$ cat config.mk
export PLATFORM = sky130hd
export DESIGN_NAME = llut_uart
export DESIGN_NICKNAME = d
export VERILOG_FILES = /design/src/inc/llut_pkg.sv /design/src/verilog/llut_fifo.sv /design/src/verilog/llut_uart.sv
export VERILOG_INCLUDE_DIRS = /design/src /design/src/inc
export SDC_FILE = /design/constraint.sdc
export NUM_CORES = 1
export LEC_CHECK = 0
export ABC_AREA = 1
export BUFFER_PORTS_ARGS = -buffer_cell sky130_fd_sc_hd__buf_2
export CAP_MARGIN = 10
export CORE_ASPECT_RATIO = 1.4
export CORE_MARGIN = 1.5
export CORE_UTILIZATION = 30
export CTS_CLUSTER_DIAMETER = 50
export DETAILED_ROUTE_END_ITERATION = 12
export GPL_TIMING_DRIVEN = 0
export PLACE_DENSITY_LB_ADDON = 0.25
export SYNTH_ARGS = -nofsm -noshare
export SYNTH_HDL_FRONTEND = slang
export SYNTH_SLANG_ARGS = --single-unit
$ cat constraint.sdc
create_clock -name i_clk -period 3.1 [get_ports i_clk]
set_clock_uncertainty 0.1 [all_clocks]
set_input_delay 0.155 -clock i_clk [delete_from_list [all_inputs] [get_ports i_clk]]
set_output_delay 0.155 -clock i_clk [all_outputs]
set_load 0.1 [all_outputs]
$ cat src/inc/llut_params.svh
// Constants for the logic-level UART terminal block.
// Assumes a 25 MHz system clock; included by the package, the UART and the top-level test bench file.
// Overview of operation
// RL1: The port sends and receives at the same time at any baud rate from 150 to 38400.
// RL2: Every character carries eight data bits, no parity and one stop bit, with no other format.
// RL3: Start bits are low and stop bits are high on both lines, with no inversion.
// RL4: Data leaves on the transmit line to the target and is sampled from the receive line.
// RL5: The busy lamp lights while characters are sent or received.
// RL6: Lines idle high, data goes least significant bit first, one baud period per bit.
`ifndef LLUT_PARAMS_SVH
`define LLUT_PARAMS_SVH
`define LLUT_CLK_HZ        25000000
`define LLUT_BAUD_MIN      150
`define LLUT_BAUD_MAX      38400
`define LLUT_DATA_BITS     8
`define LLUT_CNT_W         20
`define LLUT_BAUD_W        16
`define LLUT_FIFO_DEPTH    16
`define LLUT_LAMP_HOLD     20'h186a0
`define LLUT_DIV_DEFAULT   20'h00a2c
`endif

$ cat src/inc/llut_pkg.sv
// Types for the logic-level UART terminal block.
// Assumes llut_params.svh is on the include path.
`include "llut_params.svh"
package llut_pkg;
    typedef enum logic [1:0] {LLUT_IDLE, LLUT_START, LLUT_DATA, LLUT_STOP} llut_state_type;
    typedef logic [`LLUT_DATA_BITS-1:0] llut_byte_type;
    typedef logic [`LLUT_CNT_W-1:0]     llut_cnt_type;
endpackage

$ cat src/verilog/llut_fifo.sv
// Synchronous FIFO with valid/ready on both sides.
// Assumes one clock and synchronous active-high reset.
`timescale 1ns/1ps
module llut_fifo #(
    parameter int WIDTH = 8,
    parameter int DEPTH = 16
) (
    input  wire logic             i_clk,
    input  wire logic             i_sys_rst,
    input  wire logic [WIDTH-1:0] i_wr_data,
    input  wire logic             i_wr_valid,
    output logic                  o_wr_ready,
    output logic [WIDTH-1:0]      o_rd_data,
    output logic                  o_rd_valid,
    input  wire logic             i_rd_ready
);
    localparam int AW = $clog2(DEPTH);
    logic [WIDTH-1:0] mem_q [DEPTH];
    logic [AW-1:0]    wp_q;
    logic [AW-1:0]    wp_d;
    logic [AW-1:0]    rp_q;
    logic [AW-1:0]    rp_d;
    logic [AW:0]      cnt_q;
    logic [AW:0]      cnt_d;
    logic             do_wr;
    logic             do_rd;

    always_comb
    begin
        do_wr = i_wr_valid && (cnt_q != (AW+1)'(DEPTH));
        do_rd = i_rd_ready && (cnt_q != '0);
        wp_d  = do_wr ? wp_q + 1'b1 : wp_q;
        rp_d  = do_rd ? rp_q + 1'b1 : rp_q;
        cnt_d = cnt_q + (AW+1)'(do_wr) - (AW+1)'(do_rd);
    end

    always_ff @(posedge i_clk)
    begin
        if (i_sys_rst)
        begin
            wp_q  <= '0;
            rp_q  <= '0;
            cnt_q <= '0;
        end
        else
        begin
            wp_q  <= wp_d;
            rp_q  <= rp_d;
            cnt_q <= cnt_d;
        end
        if (do_wr)
            mem_q[wp_q] <= i_wr_data;
    end

    assign o_wr_ready = (cnt_q != (AW+1)'(DEPTH));
    assign o_rd_valid = (cnt_q != '0);
    assign o_rd_data  = mem_q[rp_q];
endmodule

$ cat src/verilog/llut_uart.sv
// Full-duplex 8N1 UART at logic levels with busy lamp and transmit FIFO.
// Assumes i_clk at 25 MHz; i_rx comes from the target pin, asynchronous.
`timescale 1ns/1ps
`include "llut_params.svh"
module llut_uart (
    input  wire logic                  i_clk,
    input  wire logic                  i_sys_rst,
    input  wire logic [`LLUT_CNT_W-1:0] i_baud_div,
    input  wire llut_pkg::llut_byte_type i_tx_data,
    input  wire logic                  i_tx_valid,
    output logic                       o_tx_ready,
    output logic                       o_tx,
    input  wire logic                  i_rx,
    output llut_pkg::llut_byte_type    o_rx_data,
    output logic                       o_rx_valid,
    output logic                       o_busy_led
);
    import llut_pkg::*;

    logic         rx_meta_q;
    logic         rx_sync_q;
    logic         rx_prev_q;
    llut_byte_type f_data;
    logic         f_valid;
    logic         f_ready;
    logic         f_wr_ready;
    llut_cnt_type div_q;

    llut_fifo #(.WIDTH(`LLUT_DATA_BITS), .DEPTH(`LLUT_FIFO_DEPTH)) u_fifo (
        .i_clk      (i_clk),
        .i_sys_rst  (i_sys_rst),
        .i_wr_data  (i_tx_data),
        .i_wr_valid (i_tx_valid && o_tx_ready),
        .o_wr_ready (f_wr_ready),
        .o_rd_data  (f_data),
        .o_rd_valid (f_valid),
        .i_rd_ready (f_ready)
    );

    // Transmit side
    llut_state_type tx_st_q;
    llut_state_type tx_st_d;
    llut_cnt_type   tx_cnt_q;
    llut_cnt_type   tx_cnt_d;
    logic [2:0]     tx_bit_q;
    logic [2:0]     tx_bit_d;
    llut_byte_type  tx_sh_q;
    llut_byte_type  tx_sh_d;
    logic           tx_q;
    logic           tx_d;

    always_comb
    begin
        tx_st_d  = tx_st_q;
        tx_cnt_d = tx_cnt_q;
        tx_bit_d = tx_bit_q;
        tx_sh_d  = tx_sh_q;
        tx_d     = tx_q;
        f_ready  = 1'b0;
        case (tx_st_q)
            LLUT_IDLE:
            begin
                tx_d = 1'b1; // RL6
                if (f_valid)
                begin
                    f_ready  = 1'b1;
                    tx_sh_d  = f_data;
                    tx_d     = 1'b0; // RL3
                    tx_cnt_d = div_q - 1'b1;
                    tx_st_d  = LLUT_START;
                end
            end
            LLUT_START, LLUT_DATA:
            begin
                if (tx_cnt_q == '0)
                begin
                    tx_cnt_d = div_q - 1'b1;
                    if (tx_st_q == LLUT_START)
                    begin
                        tx_d     = tx_sh_q[0]; // RL6
                        tx_bit_d = 3'h0;
                        tx_st_d  = LLUT_DATA;
                    end
                    else if (tx_bit_q == 3'h7) // RL2
                    begin
                        tx_d    = 1'b1; // RL3
                        tx_st_d = LLUT_STOP;
                    end
                    else
                    begin
                        tx_d     = tx_sh_q[tx_bit_q + 3'h1];
                        tx_bit_d = tx_bit_q + 3'h1;
                    end
                end
                else
                    tx_cnt_d = tx_cnt_q - 1'b1;
            end
            LLUT_STOP:
            begin
                if (tx_cnt_q == '0)
                    tx_st_d = LLUT_IDLE;
                else
                    tx_cnt_d = tx_cnt_q - 1'b1;
            end
            default: tx_st_d = LLUT_IDLE;
        endcase
    end

    always_ff @(posedge i_clk)
    begin
        if (i_sys_rst)
        begin
            tx_st_q  <= LLUT_IDLE;
            tx_cnt_q <= '0;
            tx_bit_q <= 3'h0;
            tx_sh_q  <= '0;
            tx_q     <= 1'b1;
        end
        else
        begin
            tx_st_q  <= tx_st_d;
            tx_cnt_q <= tx_cnt_d;
            tx_bit_q <= tx_bit_d;
            tx_sh_q  <= tx_sh_d;
            tx_q     <= tx_d;
        end
    end

    // Receive side, mid-bit sampling
    llut_state_type rx_st_q;
    llut_state_type rx_st_d;
    llut_cnt_type   rx_cnt_q;
    llut_cnt_type   rx_cnt_d;
    logic [2:0]     rx_bit_q;
    logic [2:0]     rx_bit_d;
    llut_byte_type  rx_sh_q;
    llut_byte_type  rx_sh_d;
    llut_byte_type  rx_out_q;
    llut_byte_type  rx_out_d;
    logic           rx_vld_q;
    logic           rx_vld_d;

    always_comb
    begin
        rx_st_d  = rx_st_q;
        rx_cnt_d = rx_cnt_q;
        rx_bit_d = rx_bit_q;
        rx_sh_d  = rx_sh_q;
        rx_out_d = rx_out_q;
        rx_vld_d = 1'b0;
        case (rx_st_q)
            LLUT_IDLE:
                if (rx_prev_q && !rx_sync_q) // RL3
                begin
                    rx_cnt_d = {1'b0, div_q[`LLUT_CNT_W-1:1]} - 1'b1;
                    rx_st_d  = LLUT_START;
                end
            LLUT_START:
                if (rx_cnt_q == '0)
                begin
                    // Glitch shorter than half a bit is dropped
                    rx_cnt_d = div_q - 1'b1;
                    rx_bit_d = 3'h0;
                    rx_st_d  = rx_sync_q ? LLUT_IDLE : LLUT_DATA;
                end
                else
                    rx_cnt_d = rx_cnt_q - 1'b1;
            LLUT_DATA:
                if (rx_cnt_q == '0)
                begin
                    rx_cnt_d = div_q - 1'b1;
                    rx_sh_d  = {rx_sync_q, rx_sh_q[7:1]}; // RL6
                    rx_bit_d = rx_bit_q + 3'h1;
                    if (rx_bit_q == 3'h7) // RL2
                        rx_st_d = LLUT_STOP;
                end
                else
                    rx_cnt_d = rx_cnt_q - 1'b1;
            LLUT_STOP:
                if (rx_cnt_q == '0)
                begin
                    // Framing error: byte discarded when stop bit is low
                    if (rx_sync_q) // RL3
                    begin
                        rx_out_d = rx_sh_q;
                        rx_vld_d = 1'b1;
                    end
                    rx_st_d = LLUT_IDLE;
                end
                else
                    rx_cnt_d = rx_cnt_q - 1'b1;
            default: rx_st_d = LLUT_IDLE;
        endcase
    end

    always_ff @(posedge i_clk)
    begin
        if (i_sys_rst)
        begin
            rx_meta_q <= 1'b1;
            rx_sync_q <= 1'b1;
            rx_prev_q <= 1'b1;
            rx_st_q   <= LLUT_IDLE;
            rx_cnt_q  <= '0;
            rx_bit_q  <= 3'h0;
            rx_sh_q   <= '0;
            rx_out_q  <= '0;
            rx_vld_q  <= 1'b0;
        end
        else
        begin
            rx_meta_q <= i_rx; // RL4
            rx_sync_q <= rx_meta_q;
            rx_prev_q <= rx_sync_q;
            rx_st_q   <= rx_st_d;
            rx_cnt_q  <= rx_cnt_d;
            rx_bit_q  <= rx_bit_d;
            rx_sh_q   <= rx_sh_d;
            rx_out_q  <= rx_out_d;
            rx_vld_q  <= rx_vld_d;
        end
    end

    // Divider latched only while both sides idle; lamp stretched
    llut_cnt_type div_d;
    llut_cnt_type lamp_q;
    llut_cnt_type lamp_d;
    logic         led_q;
    logic         led_d;
    logic         wr_rdy_q;
    logic         active;
    logic [4:0]   occ_q;
    logic [4:0]   occ_d;
    logic         wr_rdy_d;

    always_comb
    begin
        active = (tx_st_q != LLUT_IDLE) || (rx_st_q != LLUT_IDLE);
        div_d  = div_q;
        if (!active && (i_baud_div >= `LLUT_CNT_W'(`LLUT_CLK_HZ / `LLUT_BAUD_MAX))
                && (i_baud_div <= `LLUT_CNT_W'(`LLUT_CLK_HZ / `LLUT_BAUD_MIN))) // RL1
            div_d = i_baud_div;
        lamp_d = active ? `LLUT_LAMP_HOLD : (lamp_q != '0 ? lamp_q - 1'b1 : lamp_q);
        led_d  = active || (lamp_q != '0); // RL5
        occ_d    = occ_q + 5'(i_tx_valid && wr_rdy_q) - 5'(f_ready);
        wr_rdy_d = (occ_d != 5'(`LLUT_FIFO_DEPTH));
    end

    always_ff @(posedge i_clk)
    begin
        if (i_sys_rst)
        begin
            div_q    <= `LLUT_DIV_DEFAULT;
            lamp_q   <= '0;
            led_q    <= 1'b0;
            wr_rdy_q <= 1'b0;
            occ_q    <= 5'h00;
        end
        else
        begin
            div_q    <= div_d;
            lamp_q   <= lamp_d;
            led_q    <= led_d;
            wr_rdy_q <= wr_rdy_d;
            occ_q    <= occ_d;
        end
    end

    // Shadow count keeps ready a plain flop; it follows the FIFO count exactly
    assign o_tx_ready = wr_rdy_q;
    assign o_tx       = tx_q; // RL4
    assign o_rx_data  = rx_out_q;
    assign o_rx_valid = rx_vld_q;
    assign o_busy_led = led_q;
endmodule

# == After elaboration in Yosys (flattened, before gate mapping) ==
# Memories as Yosys holds them, arrays and structs flattened. A register that Yosys moved wholly into a read port is not among the register bits.
# Index checks and enable logic that the tools add are counted.
# word_totals
ram_bits,128
reg_bits,131
n_memories,1
# op_classes
bitwise,2
n_eq_ne,22
n_reduce_logical,35
n_lt_le_gt_ge,3
n_mux,40
add_sub_neg,13
# mem_list
memory,depth,width,read_ports,rd_clocked_by_memory_dff,wr,line,rtl
u_fifo.mem_q,16,8,1,1,1,llut_fifo.sv:18,logic [WIDTH-1:0] mem_q [DEPTH];
# op_table
op,count
two-way mux 20 bit,6
one-hot mux 20 bit (3 select lines),2
"subtractor 20 x 1 -> 20 bit, second input constant",4
zero test 20 bit,2
two-way mux 17 bit,2
two-way mux 2 bit,11
"!= test 2 bit, second input constant",11
"greater-or-equal comparator 20 x 10 -> 1 bit, second input constant",1
"<= comparator 20 x 18 -> 1 bit, second input constant",1
nonzero test 20 bit,1
"subtractor 19 x 1 -> 20 bit, second input constant",1
two-way mux 3 bit,4
adder 5 x 1 -> 5 bit,2
two-way mux 1 bit,10
"!= test 5 bit, second input constant",2
AND reduction 2 bit,5
nonzero test 2 bit,5
subtractor 5 x 1 -> 5 bit,2
AND reduction 3 bit,3
"adder 4 x 1 -> 4 bit, second input constant",2
"== test 2 bit, second input constant",4
one-hot mux 2 bit (4 select lines),1
"adder 3 x 1 -> 3 bit, second input constant",2
"== test 3 bit, second input constant",2
17 further kinds,29

# == Longest topological paths before layout ==
# Gate-level depths: netlist of the first run.
# logic_depth
depth_word,7
mapped_depth,15

# == By module ==
# Synthesis of the first run repeated with hierarchy kept, for this count alone.
# unflattened
hier_cells,1898
area_unflattened_um2,14580.2
# by_module_without_submodules
mod,instances,seq_area_each_um2,area_each_um2,cells_per_inst
llut_uart,1,2522.4,8132.8,1247
llut_fifo,1,4184.0,6447.4,651

# == Least setup slack after synthesis of the first run ==
# No wires, ideal clock.
# synth_timing
path_kind,flip-flop to flip-flop
from,"register wr_rdy_q, in the netlist o_tx_ready"
to,"register wr_rdy_q, in the netlist o_tx_ready"
arrival_time_ns,2.487
n_path_buf,0
required_ns,2.868
path_slack_ns,0.381
path_stages_with_launch,11
path_cell_list,dfxtp_1 > nand2_1 > ha_1 > inv_1 > ha_1 > fa_1 > nand3_1 > nand2_1 > xnor2_1 > nor4_1 > a21oi_1
# synth_between
elab_chain_cells,4
# synth_lines
item,line,rtl
from (decl),llut_uart.sv:230,logic wr_rdy_q;
from (signal assigned),llut_uart.sv:264,wr_rdy_q <= wr_rdy_d;
logical AND 1 bit,llut_uart.sv:245,occ_d = occ_q + 5'(i_tx_valid && wr_rdy_q) - 5'(f_ready);
adder 5 x 1 -> 5 bit,llut_uart.sv:245,
subtractor 5 x 1 -> 5 bit,llut_uart.sv:245,
!= test 5 bit,llut_uart.sv:246,wr_rdy_d = (occ_d != 5'(`LLUT_FIFO_DEPTH));
# Every way passes these cells.
# A chain may end at the register's enable or synchronous reset.

# == Final worst setup path of the first run ==
# layout_timing
from,register tx_st_q[0]
to,"register wr_rdy_q, in the netlist o_tx_ready"
# layout_between
elab_chain_cells,4
# layout_lines
item,line,rtl
from (decl),llut_uart.sv:41,llut_state_type tx_st_q;
from (signal assigned),llut_uart.sv:121,tx_st_q <= tx_st_d;
zero test 2 bit,llut_uart.sv:60,case (tx_st_q)
two-way mux 1 bit,llut_uart.sv:60,
subtractor 5 x 1 -> 5 bit,llut_uart.sv:245,
!= test 5 bit,llut_uart.sv:246,
# Every way passes these cells.

==> results.rst, run 1 <==
.. list-table::
   :header-rows: 1

   * - Metric
     - Value
   * - P_leak
     - 6.82 nW
   * - Arr. time, crit path
     - 3.17 ns
   * - Detailed-routing iteration count for the pre-antenna-repair pass
     - 6
   * - Num Clock Sinks
     - 267
   * - Post-synth ARST share
     - 0%
   * - Total global-route track usage
     - 18.2%
   * - Main flop type after synthesis
     - dfxtp_1
   * - Final weighted congestion in routability-driven placement
     - 0.948
   * - Worst Path Max Fanout
     - 5
   * - Row count
     - 93
   * - Type of the worst setup path
     - flop to flop
   * - Global-route wire length before repair
     - 66700 um
   * - Period Utilization, post-route
     - 92.6%
   * - Remaining global-route overflow
     - 0
   * - Deepest level of the CTS H-tree
     - 2
   * - Slew of the pin with the lowest slew margin
     - 0.920 ns
   * - Insertion delay of the later-clocked pin in the worst-skew pair
     - 0.56 ns
   * - Post-synthesis instance area
     - 0.0140 mm2
   * - Crit path capture type
     - flop
   * - Num ports
     - 44
   * - Antenna fix cells
     - 0
   * - Synthesized Nets
     - 1829
   * - Flip-flop and latch count after synthesis
     - 267
   * - Cell area power density
     - 892 mW/mm2
   * - Number of endpoints failing setup at the final stage
     - 0
   * - Residual DRC
     - 0
   * - Std-Cell Core Area
     - 0.0461 mm2
   * - Clk root buf
     - clkbuf_16
   * - Number of enable flip-flop cells after synthesis
     - 128
   * - Kind of start point of the critical path
     - flop
   * - Slowest cell delay on critical path
     - 0.37 ns
   * - Overall die area
     - 0.0480 mm2
   * - Longest Clk Path Bufs
     - 3
   * - Max stage delay cell, worst path
     - fa_2
   * - TritonCTS clock tree
     - built
   * - Number of buffers and inverters on the critical path
     - 3
   * - Post-layout total power
     - 14.8 mW
   * - Met2 WL
     - 22400 um
   * - Area growth from synthesis to layout
     - 18.2%
   * - Register area share after synthesis
     - 47.3%
   * - Via count of the first global-routing pass
     - 12000
   * - Number of hold violations in the final report
     - 0
   * - Top routing layer in use
     - met5
   * - Average size of a mapped cell
     - 7.95 um2
   * - List of cells traversed by the critical path
     - inv_1 -> ha_1 -> nand2_4 -> clkinvlp_4 -> ha_4 -> inv_1 -> ha_2 -> fa_2 -> nand3_1 -> nand2_1 -> xnor2_1 -> nor4_1 -> a21oi_1
   * - Routed Wire Length
     - 43100 um
   * - Worst path top cell family by delay
     - adder cells
   * - DRT iter0 DRCs
     - 774
   * - Headroom to the max-slew limit
     - 38.4%
   * - HPWL after DPL
     - 31500 um
   * - Fraction of layout cells with a size suffix above 1
     - 9.83%
   * - Length of routed wiring on met1
     - 17500 um
   * - Worst hold-check path type
     - input port to flop
   * - Pin count of the biggest net entering global routing
     - 17
   * - Final-stage net count
     - 1944
   * - Die width
     - 186 um
   * - Number of instances in the synthesized netlist
     - 1761
   * - Worst vdd ir
     - 508 uV
   * - Detail Route Antenna Nets
     - 0
   * - Top cell by count, worst path
     - inv_1
   * - Effective utilization at floorplan
     - 30.4%
   * - Clock slew at the register clock pins of the worst setup and hold paths
     - 0.06 ns
   * - DR WL met3
     - 1370 um
   * - Antenna violations before repair
     - 1
   * - # port buffers
     - 43
   * - TritonCTS buffer count
     - 36
   * - Final Slew Violations
     - 0
   * - Vias
     - 12200
   * - Maximum clock rate
     - 0.348 GHz
   * - Number of max-capacitance violations reported
     - 0
   * - Wire per inst
     - 17.1 um
   * - Synth Warn #
     - 0
   * - Fin Setup TNS
     - 0 ns
   * - Outcome
     - completed
   * - Required time of the critical path
     - 3.40 ns
   * - Number of different library cells in the post-synthesis netlist
     - 59
   * - Final Critical Period
     - 2.87 ns
   * - Vias per inst
     - 4.86
   * - Chip height
     - 259 um
## worst paths after layout
path	start	to	slack (ns)	cells after the start
hold / removal	i_rx	rx_meta_q	0.23	3
setup reg to reg	tx_st_q[0]	o_tx_ready	0.23	13
hold reg to reg	rx_meta_q	rx_sync_q	0.31	1
setup / recovery	tx_st_q[0]	o_tx_ready	0.23	13
## cells in the mapped netlist, types with 2 or more instances
cell / instances / area (um2)
or2_2: 5 / 31.3
nor3_1: 19 / 95.1
nand2_1: 327 / 1230
clkbuf_1: 37 / 139
buf_4: 2 / 15.0
nor2_2: 6 / 37.5
a211oi_2: 2 / 25.0
inv_2: 7 / 26.3
nand2_4: 2 / 22.5
nor2_4: 5 / 56.3
nand3b_1: 3 / 22.5
buf_6: 7 / 78.8
xnor2_1: 10 / 87.6
clkinv_1: 4 / 15.0
buf_2: 15 / 75.1
nand4_1: 24 / 150
dfxtp_1: 139 / 2780
a31oi_1: 7 / 43.8
o21ai_4: 2 / 32.5
inv_1: 196 / 736
o21ai_0: 130 / 651
o22ai_1: 9 / 56.3
a211oi_1: 16 / 120
o221ai_1: 12 / 105
xor2_1: 39 / 342
nor2_1: 284 / 1070
nor4_1: 3 / 18.8
a21oi_1: 96 / 480
o211ai_1: 34 / 255
fa_1: 2 / 40.0
o21ai_1: 6 / 30.0
nand3_1: 119 / 596
edfxtp_1: 128 / 3840
nand2_2: 6 / 37.5
ha_1: 34 / 425
## flip-flops by register name, indices dropped and copies added, names as in the netlist, 2 cells and up, named ones only
name and flops:
div_q 20, lamp_q 20, o_rx_data 8, occ_q 5, rx_bit_q 3, rx_cnt_q 20, rx_sh_q 8, tx_bit_q 3
tx_cnt_q 20, tx_sh_q 8, tx_st_q 2, u_fifo.cnt_q 5, u_fifo.mem_q 128, u_fifo.rp_q 4, u_fifo.wp_q 4
## where the power goes
| part | switching, mW | internal [mW] |
|---|---|---|
| sequential | 0.418 | 4.16 |
| clock | 1.67 | 2.55 |
| combinational | 3.96 | 2.00 |
| total | 6.05 | 8.72 |
## logic make-up after synthesis
group	synth area share [%]
compound gates	13.2
xor+xnor	3.06
fa+ha+maj	3.32
buf+inv	7.96
flops	47.3
simple gates	25.1
## final cells by class
class                           count  area [um2]
Buffer                             63         328
Tap cell                          617         772
Clock buffer                       42         945
Timing Repair Buffer               77         543
Sequential cell                   267        6630
Clock inverter                     23         259
Inverter                          208         787
Multi-Input combinational cell   1222        6290
Timing Repair inverter              1        5.00
Fill cell                        4851       29500
## layout by cell type (no fill, tap or decap), drive strengths merged, types with 2 or more instances in the layout
cell,instances
nor2,296
a31oi,7
xor2,39
fa,2
a211oi,18
nand4,25
clkbuf,79
nor3,21
nor4,3
ha,34
a21oi,97
dlygate4sd3,29
o21ai,139
o211ai,34
bufinv,4
clkinvlp,5
dfxtp,139
clkinv,13
nand3,120
nand3b,4
nor3b,2
edfxtp,128
xnor2,10
inv,210
o221ai,12
o22ai,9
nand2,336
buf,74
or2,6
## worst reg2reg max path: cells and delay by family (launching register included)
| family | cells | cell delay (ns) |
|---|---|---|
| buf+inv | 3 | 0.29 |
| xor+xnor | 1 | 0.14 |
| simple gates | 4 | 0.57 |
| compound gates | 1 | 0.10 |
| fa+ha+maj | 4 | 1.17 |
| flops | 1 | 0.36 |
## what timing repair did
action                     CTS  global route
gates cloned                 0             1
resized for setup            0            11
pin swaps                    0             6
setup endpoints to repair    2             2
hold endpoints to repair   152             0
buffers inserted             0             5
hold buffers                29             0
## through the flow
step	hold slack [ns]	setup slack [ns]	area, um2	utilization (%)	std cells
floorplan	0.154	0.381	14000	-	1761
global placement	0.240	-0.0263	15000	32.5	2421
detailed placement	0.242	-0.103	15000	32.5	2421
CTS	0.219	0.0722	16500	35.8	2514
global route	0.240	-0.00508	16600	35.9	2520
finish	0.227	0.229	16600	35.9	2520
## routing by layer
metal / track usage [%] / vias to the layer above
met1: 20.4 / 5770
met4: 8.89 / 2
met3: 2.35 / 96
met5: 0 / -
met2: 33.4 / 256
li1: - / 6112
Note: power is estimated with default switching activity, not from simulation.
==> inputs of run 2 (changes only) <==
--- a/config.mk
+++ b/config.mk
@@ -9,9 +9,11 @@
 export ABC_AREA = 1
 export BUFFER_PORTS_ARGS = -buffer_cell sky130_fd_sc_hd__buf_2
 export CAP_MARGIN = 10
+export CELL_PAD_IN_SITES_DETAIL_PLACEMENT = 1
+export CELL_PAD_IN_SITES_GLOBAL_PLACEMENT = 1
 export CORE_ASPECT_RATIO = 1.4
 export CORE_MARGIN = 1.5
-export CORE_UTILIZATION = 30
+export CORE_UTILIZATION = 47
 export CTS_CLUSTER_DIAMETER = 50
 export DETAILED_ROUTE_END_ITERATION = 12
 export GPL_TIMING_DRIVEN = 0
==> results.rst, run 2 (synthesis results as in run 1) <==
.. list-table::
   :header-rows: 1

   * - Metric
     - Value
   * - Final Critical Period
     - 3.10 ns (+0.224 ns)
   * - Chip height
     - 207 um (-20%)
   * - DP Area
     - 0.0147 mm2 (-2.0%)
   * - Share of the core filled with cells in the final layout
     - 55.4% (+19 points)
   * - Vias
     - 13000 (+6.5%)
   * - Period Utilization, post-route
     - 99.9% (+7.2 points)
   * - Area taken by flip-flops and latches
     - 0.00663 mm2 (about the same)
   * - Number of hold violations in the final report
     - 0 (unchanged)
   * - # port buffers
     - 43 (unchanged)
   * - Num ports
     - 44 (unchanged)
   * - Routed Wire Length
     - 48600 um (+13%)
   * - Top library cells by usage in the layout, fill and taps aside
     - 325 x nand2_1, 284 x nor2_1, 194 x inv_1, 139 x dfxtp_1, 129 x o21ai_0
   * - Type of the worst setup path
     - flop to flop
   * - Wire per inst
     - 21.3 um (+25%)
   * - List of cells traversed by the critical path
     - inv_1 -> ha_2 -> nand4_1 -> nand2_2 -> clkinvlp_4 -> ha_4 -> inv_1 -> ha_2 -> fa_2 -> nand3_1 -> nand2_2 -> xnor2_2 -> nor4_2 -> a21oi_1
   * - Via count of the first global-routing pass
     - 13800 (+14%)
   * - Number of endpoints failing setup at the final stage
     - 0 (unchanged)
   * - Most common cell after layout, fill and taps aside
     - nand2_1
   * - Crit path capture type
     - flop
   * - TritonCTS clock tree
     - built
   * - Antenna violations before repair
     - 0 (-1)
   * - Residual DRC
     - 0 (unchanged)
   * - Slowest cell delay on critical path
     - 0.36 ns (about the same)
   * - Row count
     - 74 (-20%)
   * - Slew of the pin with the lowest slew margin
     - 0.883 ns (-0.0369 ns)
   * - P_leak
     - 6.80 nW (-0.27%)
   * - Final weighted congestion in routability-driven placement
     - 0.905 (-4.5%)
   * - Vias per inst
     - 5.71 (+18%)
   * - Antenna fix cells
     - 0 (unchanged)
   * - Dpl cells
     - 2184 (-9.8%)
   * - Final Slew Violations
     - 0 (unchanged)
   * - Outcome
     - completed
   * - Multi-input gate area in the final layout
     - 0.00631 mm2 (+0.38%)
   * - Max stage delay cell, worst path
     - fa_2
   * - Area growth from synthesis to layout
     - 15.7%
   * - Worst Path Max Fanout
     - 5 (unchanged)
   * - Worst vdd ir
     - 686 uV (+35%)
   * - Clock slew at the register clock pins of the worst setup and hold paths
     - 0.06 ns (about the same)
   * - Cell area power density
     - 921 mW/mm2 (+3.3%)
   * - Final-stage net count
     - 1945 (+0.051%)
   * - Post-route non-filler standard cell count
     - 2282 (-9.4%)
   * - Remaining global-route overflow
     - 0 (unchanged)
   * - Fraction of layout cells with a size suffix above 1
     - 10.1% (+0.32 points)
   * - Worst path top cell family by delay
     - adder cells
   * - Pin count of the biggest net entering global routing
     - 17 (unchanged)
   * - Effective utilization at floorplan
     - 47.9% (+17 points)
   * - Clk root buf
     - clkbuf_16
   * - Longest Clk Path Bufs
     - 3 (unchanged)
   * - Post-route cell area
     - 0.0162 mm2 (-2.1%)
   * - Worst setup slack for register-to-register paths
     - 0.004 ns (-0.22 ns)
   * - Worst hold-check path type
     - input port to flop
   * - Number of buffers and inverters on the critical path
     - 3 (unchanged)
   * - Detailed-routing iteration count for the pre-antenna-repair pass
     - 5 (-1)
   * - Post-layout total power
     - 14.9 mW (+1.1%)
   * - Setup slack of the critical path after layout
     - 0.00428 ns (-0.224 ns)
   * - Global-route wire length before repair
     - 73700 um (+10%)
   * - Post-placement worst setup slack
     - -0.120 ns (-0.0172 ns)
   * - DRT iter0 DRCs
     - 647 (-16%)
   * - Std-Cell Core Area
     - 0.0293 mm2 (-37%)
   * - Maximum clock rate
     - 0.323 GHz (-7.2%)
   * - Detail Route Antenna Nets
     - 0 (unchanged)
   * - HPWL after DPL
     - 34700 um (+10%)
   * - Headroom to the max-slew limit
     - 40.9% (+2.5 points)
   * - Deepest level of the CTS H-tree
     - 1 (-1)
   * - TritonCTS buffer count
     - 31 (-14%)
   * - Insertion delay of the later-clocked pin in the worst-skew pair
     - 0.60 ns (+0.04 ns)
   * - Number of filler cells placed in the layout
     - 3598 (-26%)
   * - Kind of start point of the critical path
     - flop
   * - Total global-route track usage
     - 30.8% (+13 points)
   * - Required time of the critical path
     - 3.45 ns (+0.05 ns)
   * - Die width
     - 149 um (-20%)
   * - Register with the highest flop count
     - u_fifo.mem_q
   * - Overall die area
     - 0.0309 mm2 (-36%)
   * - Arr. time, crit path
     - 3.44 ns (+0.27 ns)
   * - Max reg flops
     - 128 (unchanged)
   * - Number of max-capacitance violations reported
     - 0 (unchanged)
   * - Num Clock Sinks
     - 267 (unchanged)
run 2: cell count changes in the layout (fill, tap and decap cells not counted), sizes merged:
cell and change:
dlygate4sd3 +1, clkinv -2, clkbuf -4, buf +5, inv +1, bufinv -2
run 2: power by group:
part | internal [mW] | switching, mW
registers | 4.15 | 0.439
clock network | 2.21 | 1.65
logic | 2.14 | 4.33
total | 8.50 | 6.42
run 2: final timing paths:
| kind | start | to | cells after the start |
|---|---|---|---|
| max | u_fifo.cnt_q[3] | o_tx_ready | 14 |
| min reg2reg | rx_meta_q | rx_sync_q | 1 |
| min | i_baud_div[18] | div_q[17] | 10 |
| max reg2reg | u_fifo.cnt_q[3] | o_tx_ready | 14 |
run 2: through the flow:
stage / hold WS (ns) / setup TNS, ns
6_report: 0.213 / 0
5_1_grt: 0.240 / -0.303
4_1_cts: 0.177 / 0
3_5_place_dp: 0.264 / -0.229
3_3_place_gp: 0.260 / -0.0101
2_1_floorplan: 0.154 / 0
run 2: layer usage:
layer  share of wire, %  global-route usage (%)  vias up
met5                  0                       0        -
met4                6.9                    21.1        0
met3                3.8                    3.41      164
met2                 53                    57.6      400
met1                 36                    31.6     6375
li1                   -                       -     6093
run 2: cell type report:
class / count / area share (%)
tap: 380 / 2.93
multi-input combinational: 1222 / 39.0
timing repair inverter: 1 / 0.0309
timing repair buffer: 83 / 3.65
buffer: 63 / 2.02
sequential: 267 / 40.9
clock inverter: 20 / 1.26
clock buffer: 38 / 5.39
inverter: 208 / 4.86
run 2: tightest hold or removal path: stages:
cell and delay (ns):
buf_2 0.09, nor2_1 0.06, nand3_1 0.10, nor2_1 0.06, nand2_1 0.06, nand3_1 0.06, nand2_1 0.08, nand3_1 0.07
nand2_1 0.08, a21oi_1 0.04
run 2: what timing repair did:
action,in CTS,in global routing
cloned,0,1
pin swaps,0,6
endpoints found under the setup margin,2,3
buffers inserted,0,10
endpoints found under the hold margin,153,0
hold buffers,30,0
gates resized for setup,0,14
